<file path="src/pkg/sec_irq_pkg.sv">
package sec_irq_pkg;
  // ----------------------------------------------------------------
  // Register map (word index; byte address is four times the index)
  // ----------------------------------------------------------------
  localparam logic [7:0] SEC_IRQ_IDX = 8'h13;
  localparam logic [7:0] RX_ERR_IDX = 8'h15;
  localparam logic [7:0] PRIMARY_IRQ_IDX = 8'h12;
  localparam logic [15:0] SEC_IRQ_RESET = 16'h0000;
  localparam logic [15:0] RX_ERR_RESET = 16'h0000;
  localparam logic [15:0] PRIMARY_IRQ_RESET = 16'h0000;

  // ----------------------------------------------------------------
  // Field positions of the secondary status and enable register
  // ----------------------------------------------------------------
  localparam int UNDER_VOLT_BIT = 15;
  localparam int OVER_VOLT_BIT = 14;
  localparam int SLEEP_BIT = 10;
  localparam int POL_BIT = 9;
  localparam int JABBER_BIT = 8;
  localparam int UNDER_VOLT_EN_BIT = 7;
  localparam int OVER_VOLT_EN_BIT = 6;
  localparam int SLEEP_EN_BIT = 2;
  localparam int POL_EN_BIT = 1;
  localparam int JABBER_EN_BIT = 0;
  localparam logic [15:0] SEC_EN_MASK = 16'h00FF;

  // Primary register: half-full flag and its enable
  localparam int HALF_FULL_BIT = 8;
  localparam int HALF_FULL_EN_BIT = 0;

  // ----------------------------------------------------------------
  // Counter limits
  // ----------------------------------------------------------------
  localparam logic [15:0] RX_ERR_MAX = 16'hFFFF;
  localparam logic [15:0] RX_ERR_HALF = 16'h7FFF;
endpackage : sec_irq_pkg

</file>
<file path="src/logic/phy_secondary_irq_and_rx_error_counter.sv">
`timescale 1ns/10ps
module phy_secondary_irq_and_rx_error_counter (
  input wire logic clk_i,
  input wire logic rst_i,
  input wire logic wb_cyc_i,
  input wire logic wb_stb_i,
  input wire logic wb_we_i,
  input wire logic [9:0] wb_adr_i,
  input wire logic [3:0] wb_sel_i,
  input wire logic [31:0] wb_dat_i,
  output logic [31:0] wb_dat_o,
  output logic wb_ack_o,
  output logic wb_err_o,
  input wire logic under_volt_i,
  input wire logic over_volt_i,
  input wire logic sleep_state_i,
  input wire logic link_slave_i,
  input wire logic pol_swap_i,
  input wire logic jabber_i,
  input wire logic carrier_valid_i,
  input wire logic rx_dv_i,
  input wire logic rx_symbol_err_i,
  input wire logic mac_loopback_i,
  output logic irq_o
);

  // ----------------------------------------------------------------
  // Bus decode
  // ----------------------------------------------------------------
  // Decode results for the request on the bus this cycle
  logic req;
  logic sel_sec;
  logic sel_cnt;
  logic sel_pri;
  logic hit;
  logic rd_strobe;
  logic wr_lo;
  logic wr_sec;
  logic wr_pri;
  logic aligned;
  logic [7:0] word_idx;

  // Request is one new access per ack; ack high gaps the cycle after.
  // A master that holds stb through the ack gets a second access two
  // cycles later, never a double write in back-to-back cycles.
  assign req = wb_cyc_i & wb_stb_i & ~wb_ack_o & ~wb_err_o;
  assign word_idx = wb_adr_i[9:2];
  assign aligned = (wb_adr_i[1:0] == 2'h0);
  assign wr_lo = req & wb_we_i & wb_sel_i[0];
  assign rd_strobe = req & ~wb_we_i;

  // Per-register write strobes; only byte lane 0 holds writable bits,
  // so lanes 1 to 3 are accepted and dropped
  assign wr_sec = wr_lo & sel_sec;
  assign wr_pri = wr_lo & sel_pri;

  // Address decoding; a misaligned byte address maps to nothing
  // and is answered with an error instead of an ack
  always_comb begin
    sel_sec = 1'b0;
    sel_cnt = 1'b0;
    sel_pri = 1'b0;
    hit = 1'b0;
    if (!aligned) begin
      hit = 1'b0;
    end else if (word_idx == sec_irq_pkg::SEC_IRQ_IDX) begin
      sel_sec = 1'b1;
      hit = 1'b1;
    end else if (word_idx == sec_irq_pkg::RX_ERR_IDX) begin
      sel_cnt = 1'b1;
      hit = 1'b1;
    end else if (word_idx == sec_irq_pkg::PRIMARY_IRQ_IDX) begin
      sel_pri = 1'b1;
      hit = 1'b1;
    end else begin
      hit = 1'b0;
    end
  end

  // ----------------------------------------------------------------
  // Event detection
  // ----------------------------------------------------------------
  // Sleep level history and its change strobe
  logic sleep_prev_reg;
  logic sleep_seen_reg;
  logic sleep_change;

  // Sleep level of the previous cycle
  always_ff @(posedge clk_i) begin
    if (rst_i) begin
      sleep_prev_reg <= 1'b0;
    end else begin
      sleep_prev_reg <= sleep_state_i;
    end
  end

  // Armed after the first sample: a pin that idles high out of reset
  // must not look like a change of sleep state
  always_ff @(posedge clk_i) begin
    if (rst_i) begin
      sleep_seen_reg <= 1'b0;
    end else begin
      sleep_seen_reg <= 1'b1;
    end
  end

  // Either direction of change counts as one event
  assign sleep_change = sleep_seen_reg & (sleep_state_i != sleep_prev_reg);

  // ----------------------------------------------------------------
  // Status flags, cleared by reading their register; set wins
  // ----------------------------------------------------------------
  // Five secondary flags, under voltage in the top bit
  logic [4:0] flag_reg;
  logic [4:0] flag_next;
  logic [4:0] flag_set;
  logic half_full_reg;
  logic half_next;
  logic half_evt;
  logic clr_sec;

  // Event inputs in flag order; polarity counts only as link slave
  assign flag_set = {under_volt_i,
                     over_volt_i,
                     sleep_change,
                     link_slave_i & pol_swap_i,
                     jabber_i};

  // A read of the secondary register clears all five flags at once
  assign clr_sec = rd_strobe & sel_sec;

  // Flags latch without regard to enables. The clear is applied first
  // and the set after it, so an event in the reading cycle is kept and
  // shows in the next read instead of being lost.
  always_comb begin
    flag_next = flag_reg;
    if (clr_sec) begin
      flag_next = 5'h00;
    end
    flag_next = flag_next | flag_set;
  end

  // Flag storage
  always_ff @(posedge clk_i) begin
    if (rst_i) begin
      flag_reg <= 5'h00;
    end else begin
      flag_reg <= flag_next;
    end
  end

  // ----------------------------------------------------------------
  // Enable bits
  // ----------------------------------------------------------------
  // Stored enable bits
  logic [7:0] en_reg;
  logic pri_en_reg;

  // Low byte holds all secondary enables, high byte is read-only.
  // Page, fifo and the reserved bit store and read back but gate
  // nothing here, since their sources live outside this block.
  always_ff @(posedge clk_i) begin
    if (rst_i) begin
      en_reg <= sec_irq_pkg::SEC_IRQ_RESET[7:0];
    end else if (wr_sec) begin
      en_reg <= wb_dat_i[7:0];
    end
  end

  // Primary half-full enable; the other primary bits belong to
  // sources outside this block and read as zero
  always_ff @(posedge clk_i) begin
    if (rst_i) begin
      pri_en_reg <= sec_irq_pkg::PRIMARY_IRQ_RESET[sec_irq_pkg::HALF_FULL_EN_BIT];
    end else if (wr_pri) begin
      pri_en_reg <= wb_dat_i[sec_irq_pkg::HALF_FULL_EN_BIT];
    end
  end

  // ----------------------------------------------------------------
  // Receive error counter
  // ----------------------------------------------------------------
  // Count, its next value and the strobes that move it
  logic [15:0] cnt_reg;
  logic [15:0] cnt_next;
  logic cnt_inc;
  logic clr_cnt;

  // Only symbol errors inside a received frame count, and none at all
  // while the MAC-side loopback is on
  assign cnt_inc = carrier_valid_i & rx_dv_i & rx_symbol_err_i & ~mac_loopback_i;
  assign clr_cnt = rd_strobe & sel_cnt;

  logic [15:0] cnt_base;
  logic cnt_at_max;

  // Value after a clearing read, before this cycle's error is added
  always_comb begin
    cnt_base = cnt_reg;
    if (clr_cnt) begin
      cnt_base = 16'h0000;
    end
  end

  // All ones holds; further errors are dropped rather than wrapping
  assign cnt_at_max = (cnt_base == sec_irq_pkg::RX_ERR_MAX);

  // Read clears; an error in the read cycle starts the new count at one
  always_comb begin
    cnt_next = cnt_base;
    if (cnt_inc & ~cnt_at_max) begin
      cnt_next = cnt_base + 16'h0001;
    end
  end

  // Count storage
  always_ff @(posedge clk_i) begin
    if (rst_i) begin
      cnt_reg <= sec_irq_pkg::RX_ERR_RESET;
    end else begin
      cnt_reg <= cnt_next;
    end
  end

  // Event when the count first moves above the half mark; a count that
  // sits at all ones does not raise it again
  assign half_evt = (cnt_next > sec_irq_pkg::RX_ERR_HALF) && (cnt_reg <= sec_irq_pkg::RX_ERR_HALF);

  // Half-full flag next value; the crossing wins over a clearing read
  always_comb begin
    half_next = half_full_reg;
    if (rd_strobe & sel_pri) begin
      half_next = 1'b0;
    end
    if (half_evt) begin
      half_next = 1'b1;
    end
  end

  // Half-full flag storage
  always_ff @(posedge clk_i) begin
    if (rst_i) begin
      half_full_reg <= 1'b0;
    end else begin
      half_full_reg <= half_next;
    end
  end

  // ----------------------------------------------------------------
  // Read data assembly
  // ----------------------------------------------------------------
  // Register views and the word handed to the bus
  logic [15:0] sec_view;
  logic [15:0] pri_view;
  logic [31:0] rd_data;

  // Secondary view: reserved status positions stay zero, enables
  // read back as written
  always_comb begin
    sec_view = 16'h0000;
    sec_view[sec_irq_pkg::UNDER_VOLT_BIT] = flag_reg[4];
    sec_view[sec_irq_pkg::OVER_VOLT_BIT] = flag_reg[3];
    sec_view[sec_irq_pkg::SLEEP_BIT] = flag_reg[2];
    sec_view[sec_irq_pkg::POL_BIT] = flag_reg[1];
    sec_view[sec_irq_pkg::JABBER_BIT] = flag_reg[0];
    sec_view[7:0] = en_reg & sec_irq_pkg::SEC_EN_MASK[7:0];
  end

  // Primary view: half-full flag and its enable, all else zero
  always_comb begin
    pri_view = 16'h0000;
    pri_view[sec_irq_pkg::HALF_FULL_BIT] = half_full_reg;
    pri_view[sec_irq_pkg::HALF_FULL_EN_BIT] = pri_en_reg;
  end

  // Word for the addressed register; the upper half is always zero
  always_comb begin
    rd_data = 32'h00000000;
    if (sel_sec) begin
      rd_data = {16'h0000, sec_view};
    end else if (sel_cnt) begin
      rd_data = {16'h0000, cnt_reg};
    end else if (sel_pri) begin
      rd_data = {16'h0000, pri_view};
    end
  end

  // ----------------------------------------------------------------
  // Bus answer: one cycle after the request, err for unmapped
  // ----------------------------------------------------------------
  // Acknowledge for a mapped register, one cycle wide
  always_ff @(posedge clk_i) begin
    if (rst_i) begin
      wb_ack_o <= 1'b0;
    end else begin
      wb_ack_o <= req & hit;
    end
  end

  // Error for an unmapped or misaligned address; nothing else moves
  always_ff @(posedge clk_i) begin
    if (rst_i) begin
      wb_err_o <= 1'b0;
    end else begin
      wb_err_o <= req & ~hit;
    end
  end

  // Read data is captured with the request and held until the next mapped
  // read, so a slow master still finds it after the ack
  always_ff @(posedge clk_i) begin
    if (rst_i) begin
      wb_dat_o <= 32'h00000000;
    end else if (rd_strobe & hit) begin
      wb_dat_o <= rd_data;
    end
  end

  // ----------------------------------------------------------------
  // Combined interrupt output
  // ----------------------------------------------------------------
  logic [4:0] flag_en;
  logic [4:0] pend_next;
  logic half_pend_next;
  logic irq_next;

  // Enable bits of the five sources, in the order of the flag vector
  assign flag_en = {en_reg[sec_irq_pkg::UNDER_VOLT_EN_BIT],
                    en_reg[sec_irq_pkg::OVER_VOLT_EN_BIT],
                    en_reg[sec_irq_pkg::SLEEP_EN_BIT],
                    en_reg[sec_irq_pkg::POL_EN_BIT],
                    en_reg[sec_irq_pkg::JABBER_EN_BIT]};

  // One gate per source, fed by next flag values so that the request
  // rises with the flag and falls in the cycle after the clearing read
  for (genvar i = 0; i < 5; i++) begin : gen_pend
    assign pend_next[i] = flag_next[i] & flag_en[i];
  end

  // Half-full source of the primary register, timed like the others
  assign half_pend_next = half_next & pri_en_reg;

  // Any pending pair raises the request
  assign irq_next = (|pend_next) | half_pend_next;

  // Registered request line, low through and after reset
  always_ff @(posedge clk_i) begin
    if (rst_i) begin
      irq_o <= 1'b0;
    end else begin
      irq_o <= irq_next;
    end
  end

endmodule : phy_secondary_irq_and_rx_error_counter

</file>
<file path="config.mk">
export PLATFORM = sky130hd
export DESIGN_NAME = phy_secondary_irq_and_rx_error_counter
export DESIGN_NICKNAME = d
export VERILOG_FILES = /design/src/pkg/sec_irq_pkg.sv /design/src/logic/phy_secondary_irq_and_rx_error_counter.sv
export SDC_FILE = /design/constraint.sdc
export NUM_CORES = 1
export LEC_CHECK = 0
export ABC_AREA = 0
export BUFFER_PORTS_ARGS = -buffer_cell sky130_fd_sc_hd__buf_2
export CAP_MARGIN = 15
export CORE_UTILIZATION = 51
export CTS_BUF_LIST = sky130_fd_sc_hd__clkbuf_8
export CTS_CLUSTER_SIZE = 8
export DETAILED_ROUTE_END_ITERATION = 12
export PLACE_DENSITY = 0.88
export SYNTH_ARGS = -nofsm -noshare
export SYNTH_HDL_FRONTEND = slang
export SYNTH_SLANG_ARGS = --single-unit
</file>
<file path="constraint.sdc">
create_clock -name clk_i -period 3.75 [get_ports clk_i]
set_clock_uncertainty 0.2 [all_clocks]
set_input_delay 0.375 -clock clk_i [delete_from_list [all_inputs] [get_ports clk_i]]
set_output_delay 0.375 -clock clk_i [all_outputs]
set_load 0.005 [all_outputs]
</file>
==> flow_summary.json, run 1 <==
{
  "status": "complete, but fails checks",
  "violations": "DRC",
  "grt_pass1_wl_mm": 9.446,
  "hold_buffers": 0,
  "postRouteAntennaNets": 0,
  "finalCriticalPeriod_ns": 3.225,
  "path_cells": "or4bb_1 -> or4_4 -> and2_1 -> ha_1 -> nand3_1 -> nor4_1 -> nor4b_1 -> mux2_2",
  "setup_violations": 0,
  "critPathTopFamily": "simple AND/OR/NAND/NOR gates",
  "yosys_warnings": 0,
  "setup_slack_ns": 0.5251,
  "dp_slack_ns": 0.2781,
  "cts_buffers": 5,
  "ys_seq_area_frac": 0.3888,
  "worstSetupPathType": "flip-flop to flip-flop",
  "rsz0062_at_grt": "no",
  "diodes": 0,
  "cts_num_sinks": 52,
  "cts_resized": 0,
  "hold_viol_final": 0,
  "cp.arrival_ns": 3.22,
  "die_y_microns": 74.46,
  "post_cts_buffers": 0,
  "cts.path.max_buffers": 2,
  "die-area_sq_um": 5544,
  "cts.reportedPaths.clkPinSlew_ns": 0.10,
  "crit_path_end_kind": "flip-flop",
  "routed_wl_mm": 6.186,
  "clk-insertion-delay-late_ns": 0.31,
  "drc": 1,
  "p_per_area_nw_per_um2": 317.9,
  "ir_drop_mv": 0.1537,
  "final_nets": 415,
  "clock-root-buffer": "clkbuf_8",
  "synth_seq_cells": 52,
  "syn_to_final_growth_pct": 12.38,
  "slew_headroom": 0.4893,
  "cpPeakStageDelay_ns": 0.59,
  "yosys.cell_types.count": 56,
  "cts.htree.levels": 2,
  "wl_per_cell_microns": 14.59,
  "drv_slew": 0,
  "tns_ns": 0,
  "grt_overflow": 0,
  "syn_area_per_cell_sq_um": 8.693,
  "grt_usage": 0.2203,
  "rows": 26,
  "ys_dominant_reg_cell": "dfxtp_1",
  "fin_crit_sh": 0.8600,
  "cp_slowest_cell": "or4_4",
  "drive_gt1_frac": 0.2345,
  "core_sq_um": 5075,
  "final_cell_mix": "dfxtp_1 (52), buf_2 (52), a21oi_1 (33), nand2_1 (31), a211oi_1 (17)",
  "hpwl_mm": 4.528,
  "fmax_mhz": 310.1,
  "fillCellCount": 452,
  "avgViaCountPerCell": 6.009,
  "synthTopCellsByArea": "dfxtp_1 (39%), a21oi_1 (6.2%), buf_4 (5.0%), a211oi_1 (4.8%), nand2_1 (4.3%)",
  "die_x_microns": 74.46,
  "pin_count": 96,
  "crit_buf_inv": 0,
  "antenna_found_initial": 0,
  "netlist_instances": 308,
  "dr.pass1.iters": 11,
  "tritoncts": "built",
  "required_ns": 3.75,
  "synth_top_area_cell": "dfxtp_1",
  "io_buffers": 52,
  "grt_pass1_vias": 2121,
  "start_kind": "flip-flop",
  "place.gp.congestion": 0.8971,
  "via_count": 2548,
  "cp_max_fo": 11,
  "synthArstFlopShare": 0,
  "leakagePower_nw": 1.093,
  "worst_pin_slew_ns": 0.7591,
  "grt_start_max_net_pins": 32,
  "synth_area_sq_um": 2678,
  "netlist.area_leader.share": 0.3888,
  "hold_class": "input port to flip-flop",
  "drv_cap": 0,
  "drtIter0Drc": 148,
  "start_util": 0.5276,
  "synth_edf_count": 0
}
==> worst register-to-register path: cells and delay by family, from the launching register on <==
kind | cells | cell delay, ns
simple gates | 6 | 1.97
mux | 1 | 0.38
flops | 1 | 0.32
fa+ha+maj | 1 | 0.26
==> cells in the mapped netlist (3+ instances only) <==
| master | instances |
|---|---|
| dfxtp_1 | 52 |
| a21oi_1 | 33 |
| nand2_1 | 31 |
| buf_4 | 18 |
| a211oi_1 | 17 |
| a22oi_1 | 14 |
| or4_1 | 14 |
| clkbuf_1 | 13 |
| nand3_1 | 12 |
| o31ai_1 | 9 |
| nor2_1 | 8 |
| mux2i_1 | 7 |
| buf_2 | 5 |
| nor4_1 | 5 |
| o21ai_0 | 5 |
| inv_1 | 4 |
| or3_1 | 4 |
| and2_1 | 3 |
| and3_1 | 3 |
| nand4_1 | 3 |
| nor3_1 | 3 |
| o2111ai_1 | 3 |
| o21a_1 | 3 |
| or4bb_1 | 3 |
==> kinds of logic after synthesis <==
group                    Yosys count  share of synthesized area
AND/OR/NAND/NOR                  103                     0.2257
AO/OA/AOI/OAI                     99                     0.2519
flip-flops                        52                     0.3888
buffers and inverters             43                    0.09392
multiplexers                       8                    0.03037
adder cells (fa/ha/maj)            1                   0.004672
other                              1                   0.001401
XOR/XNOR                           1                   0.003272
==> area by class of cell <==
cell class | count | area (sq um) | share of cell area
Tap cell | 70 | 87.58 | 0.02911
Clock inverter | 3 | 22.52 | 0.007484
Sequential cell | 52 | 1041 | 0.3459
Multi-Input combinational cell | 228 | 1441 | 0.4790
Clock buffer | 5 | 68.82 | 0.02287
Inverter | 4 | 15.01 | 0.004990
Timing Repair Buffer | 62 | 332.8 | 0.1106
==> layer usage <==
layer | up-vias | share of wire | global-route usage
met5 | - | 0 | 0
met4 | 0 | 0.022 | 0.08386
met3 | 17 | 0.073 | 0.03659
met2 | 118 | 0.45 | 0.3654
met1 | 1186 | 0.45 | 0.2872
li1 | 1227 | - | -
==> report_power, final <==
part           leakage, nW  switching [W]  internal [W]   total, W
sequential           0.421     0.00000519      0.000558   0.000563
combinational        0.624      0.0000402     0.0000259  0.0000661
clock               0.0485       0.000193      0.000134   0.000327
total                 1.09       0.000239      0.000718   0.000957
==> through the flow <==
stage | utilization | cells | hold slack [ns] | area (sq um) | total power, W
after floorplan | - | 323 | 0.2352 | 2734 | 0.0006242
after global placement | 0.5740 | 415 | 0.2479 | 2913 | 0.0006392
after detailed placement | 0.5740 | 415 | 0.2628 | 2913 | 0.0006411
after CTS | 0.5920 | 423 | 0.08788 | 3004 | 0.0009580
after global routing | 0.5929 | 424 | 0.09480 | 3009 | 0.0009856
final | 0.5929 | 424 | 0.08867 | 3009 | 0.0009566
==> path summary, 6_finish.rpt <==
path / startpoint / endpoint / slack [ns] / cells past startpoint
max: wb_err_o$_SDFF_PP0_ / cnt_reg[13]$_SDFF_PP0_ / 0.53 / 8
min: jabber_i / flag_reg[0]$_SDFF_PP0_ / 0.09 / 3
min reg2reg: wb_dat_o[13]$_SDFFE_PP0P_ / wb_dat_o[13]$_SDFFE_PP0P_ / 0.27 / 2
max reg2reg: wb_err_o$_SDFF_PP0_ / cnt_reg[13]$_SDFF_PP0_ / 0.53 / 8
No activity file was read; power rests on OpenSTA's default activity.
==> run 2, diff against run 1 <==
Settings changed: MAX_ROUTING_LAYER set to met4.
==> run 2 against run 1 <==
  * Combinational power about the same
  * Routed wire length down 0.24%
  * Sequential share of layout area unchanged
  * Clock power about the same
  * Critical path type unchanged
  * Fmax up 0.19%
  * Power about the same
  * The flow still finishes with violations (DRC)
==> flow_summary.json, run 2 (synthesis gave the netlist of run 1 again) <==
{
  "slew_headroom": 0.5324,
  "post_cts_buffers": 0,
  "core_sq_um": 5075,
  "dr.pass1.iters": 10,
  "final_nets": 415,
  "final-seq-area_sq_um": 1041,
  "cp.arrival_ns": 3.22,
  "ir_drop_mv": 0.1538,
  "io_buffers": 52,
  "hold_viol_final": 0,
  "avgViaCountPerCell": 5.969,
  "cts.reportedPaths.clkPinSlew_ns": 0.10,
  "finalPower_w": 0.0009561,
  "hold_class": "input port to flip-flop",
  "final_cell_mix": "dfxtp_1 (52), buf_2 (52), a21oi_1 (33), nand2_1 (31), a211oi_1 (17)",
  "cpPeakStageDelay_ns": 0.59,
  "critPathTopFamily": "simple AND/OR/NAND/NOR gates",
  "violations": "DRC",
  "cp_slowest_cell": "or4_4",
  "finalCriticalPeriod_ns": 3.219,
  "multi_input_area_sq_um": 1441,
  "crit_path_end_kind": "flip-flop",
  "start_kind": "flip-flop",
  "postRouteAntennaNets": 0,
  "cts_resized": 0,
  "crit_buf_inv": 0,
  "die_x_microns": 74.46,
  "drtIter0Drc": 145,
  "status": "complete, but fails checks",
  "routed_wl_mm": 6.171,
  "tritoncts": "built",
  "pin_count": 96,
  "fin_crit_sh": 0.8584,
  "fillCellCount": 452,
  "clk-insertion-delay-late_ns": 0.31,
  "hold_buffers": 0,
  "worst_pin_slew_ns": 0.6949,
  "drv_slew": 0,
  "via_count": 2531,
  "grt_overflow": 0,
  "leakagePower_nw": 1.093,
  "cp_max_fo": 11,
  "final_core_util": 0.5929,
  "cts_num_sinks": 52,
  "rsz0062_at_grt": "no",
  "die_y_microns": 74.46,
  "cts_buffers": 5,
  "path_cells": "or4bb_1 -> or4_4 -> and2_1 -> ha_1 -> nand3_1 -> nor4_1 -> nor4b_1 -> mux2_2",
  "fmax_mhz": 310.7,
  "grt_usage": 0.2282,
  "tns_ns": 0,
  "start_util": 0.5276,
  "rows": 26,
  "clock-root-buffer": "clkbuf_8",
  "grt_pass1_wl_mm": 9.501,
  "grt_pass1_vias": 2111,
  "place_area_sq_um": 2913,
  "drc": 1,
  "syn_to_final_growth_pct": 12.38,
  "hpwl_mm": 4.528,
  "grt_start_max_net_pins": 32,
  "die-area_sq_um": 5544,
  "drv_cap": 0,
  "postLayoutCellArea_sq_um": 3009,
  "drive_gt1_frac": 0.2345,
  "wl_per_cell_microns": 14.55,
  "diodes": 0,
  "worstSetupPathType": "flip-flop to flip-flop",
  "required_ns": 3.75,
  "cts.path.max_buffers": 2,
  "antenna_found_initial": 0,
  "cts.htree.levels": 2,
  "p_per_area_nw_per_um2": 317.7,
  "place.gp.congestion": 0.9124,
  "setup_violations": 0
}
## run 2: cell counts in the layout (fill, tap and decap cells not counted)
No cell type changed its count.
## run 2: worst paths after layout
kind / from / end / slack (ns) / cells past startpoint
setup / recovery: wb_err_o$_SDFF_PP0_ / cnt_reg[13]$_SDFF_PP0_ / 0.53 / 8
hold / removal: jabber_i / flag_reg[0]$_SDFF_PP0_ / 0.09 / 3
setup reg to reg: wb_err_o$_SDFF_PP0_ / cnt_reg[13]$_SDFF_PP0_ / 0.53 / 8
hold reg to reg: wb_dat_o[13]$_SDFFE_PP0P_ / wb_dat_o[13]$_SDFFE_PP0P_ / 0.27 / 2
## run 2: tightest hold or removal path: stages
cell	delay, ns
buf_2	0.09
a21oi_1	0.04
nor2_1	0.06
## run 2: area by class of cell
cell class	count	area share
repair buffers	62	0.1106
well taps	70	0.02911
clock inverters	3	0.007484
multi-input cells	228	0.4790
inverters	4	0.004990
clock buffers	5	0.02287
flip-flops and latches	52	0.3459
## run 2: metrics by stage
stage	std cells	setup WS [ns]	hold WS [ns]
final	424	0.5312	0.09117
after global routing	424	0.4162	0.09484
after CTS	423	0.5590	0.08788
after detailed placement	415	0.2781	0.2628
after global placement	415	0.2973	0.2479
after floorplan	323	0.4549	0.2352
## run 2: routing by layer
layer  GRT usage  share of wire  vias to the layer above
met5           -              0                        -
met4     0.08386          0.021                        0
met3     0.03523          0.070                       17
met2      0.3634           0.46                      119
met1      0.2922           0.45                     1163
li1            -              -                     1232
## run 2: power breakdown
part,leakage [nW],internal (W),total (W),switching [W]
Clock,0.0485,0.000134,0.000327,0.000193
Sequential,0.421,0.000558,0.000563,0.00000518
Combinational,0.624,0.0000259,0.0000659,0.0000400
Total,1.09,0.000718,0.000956,0.000238
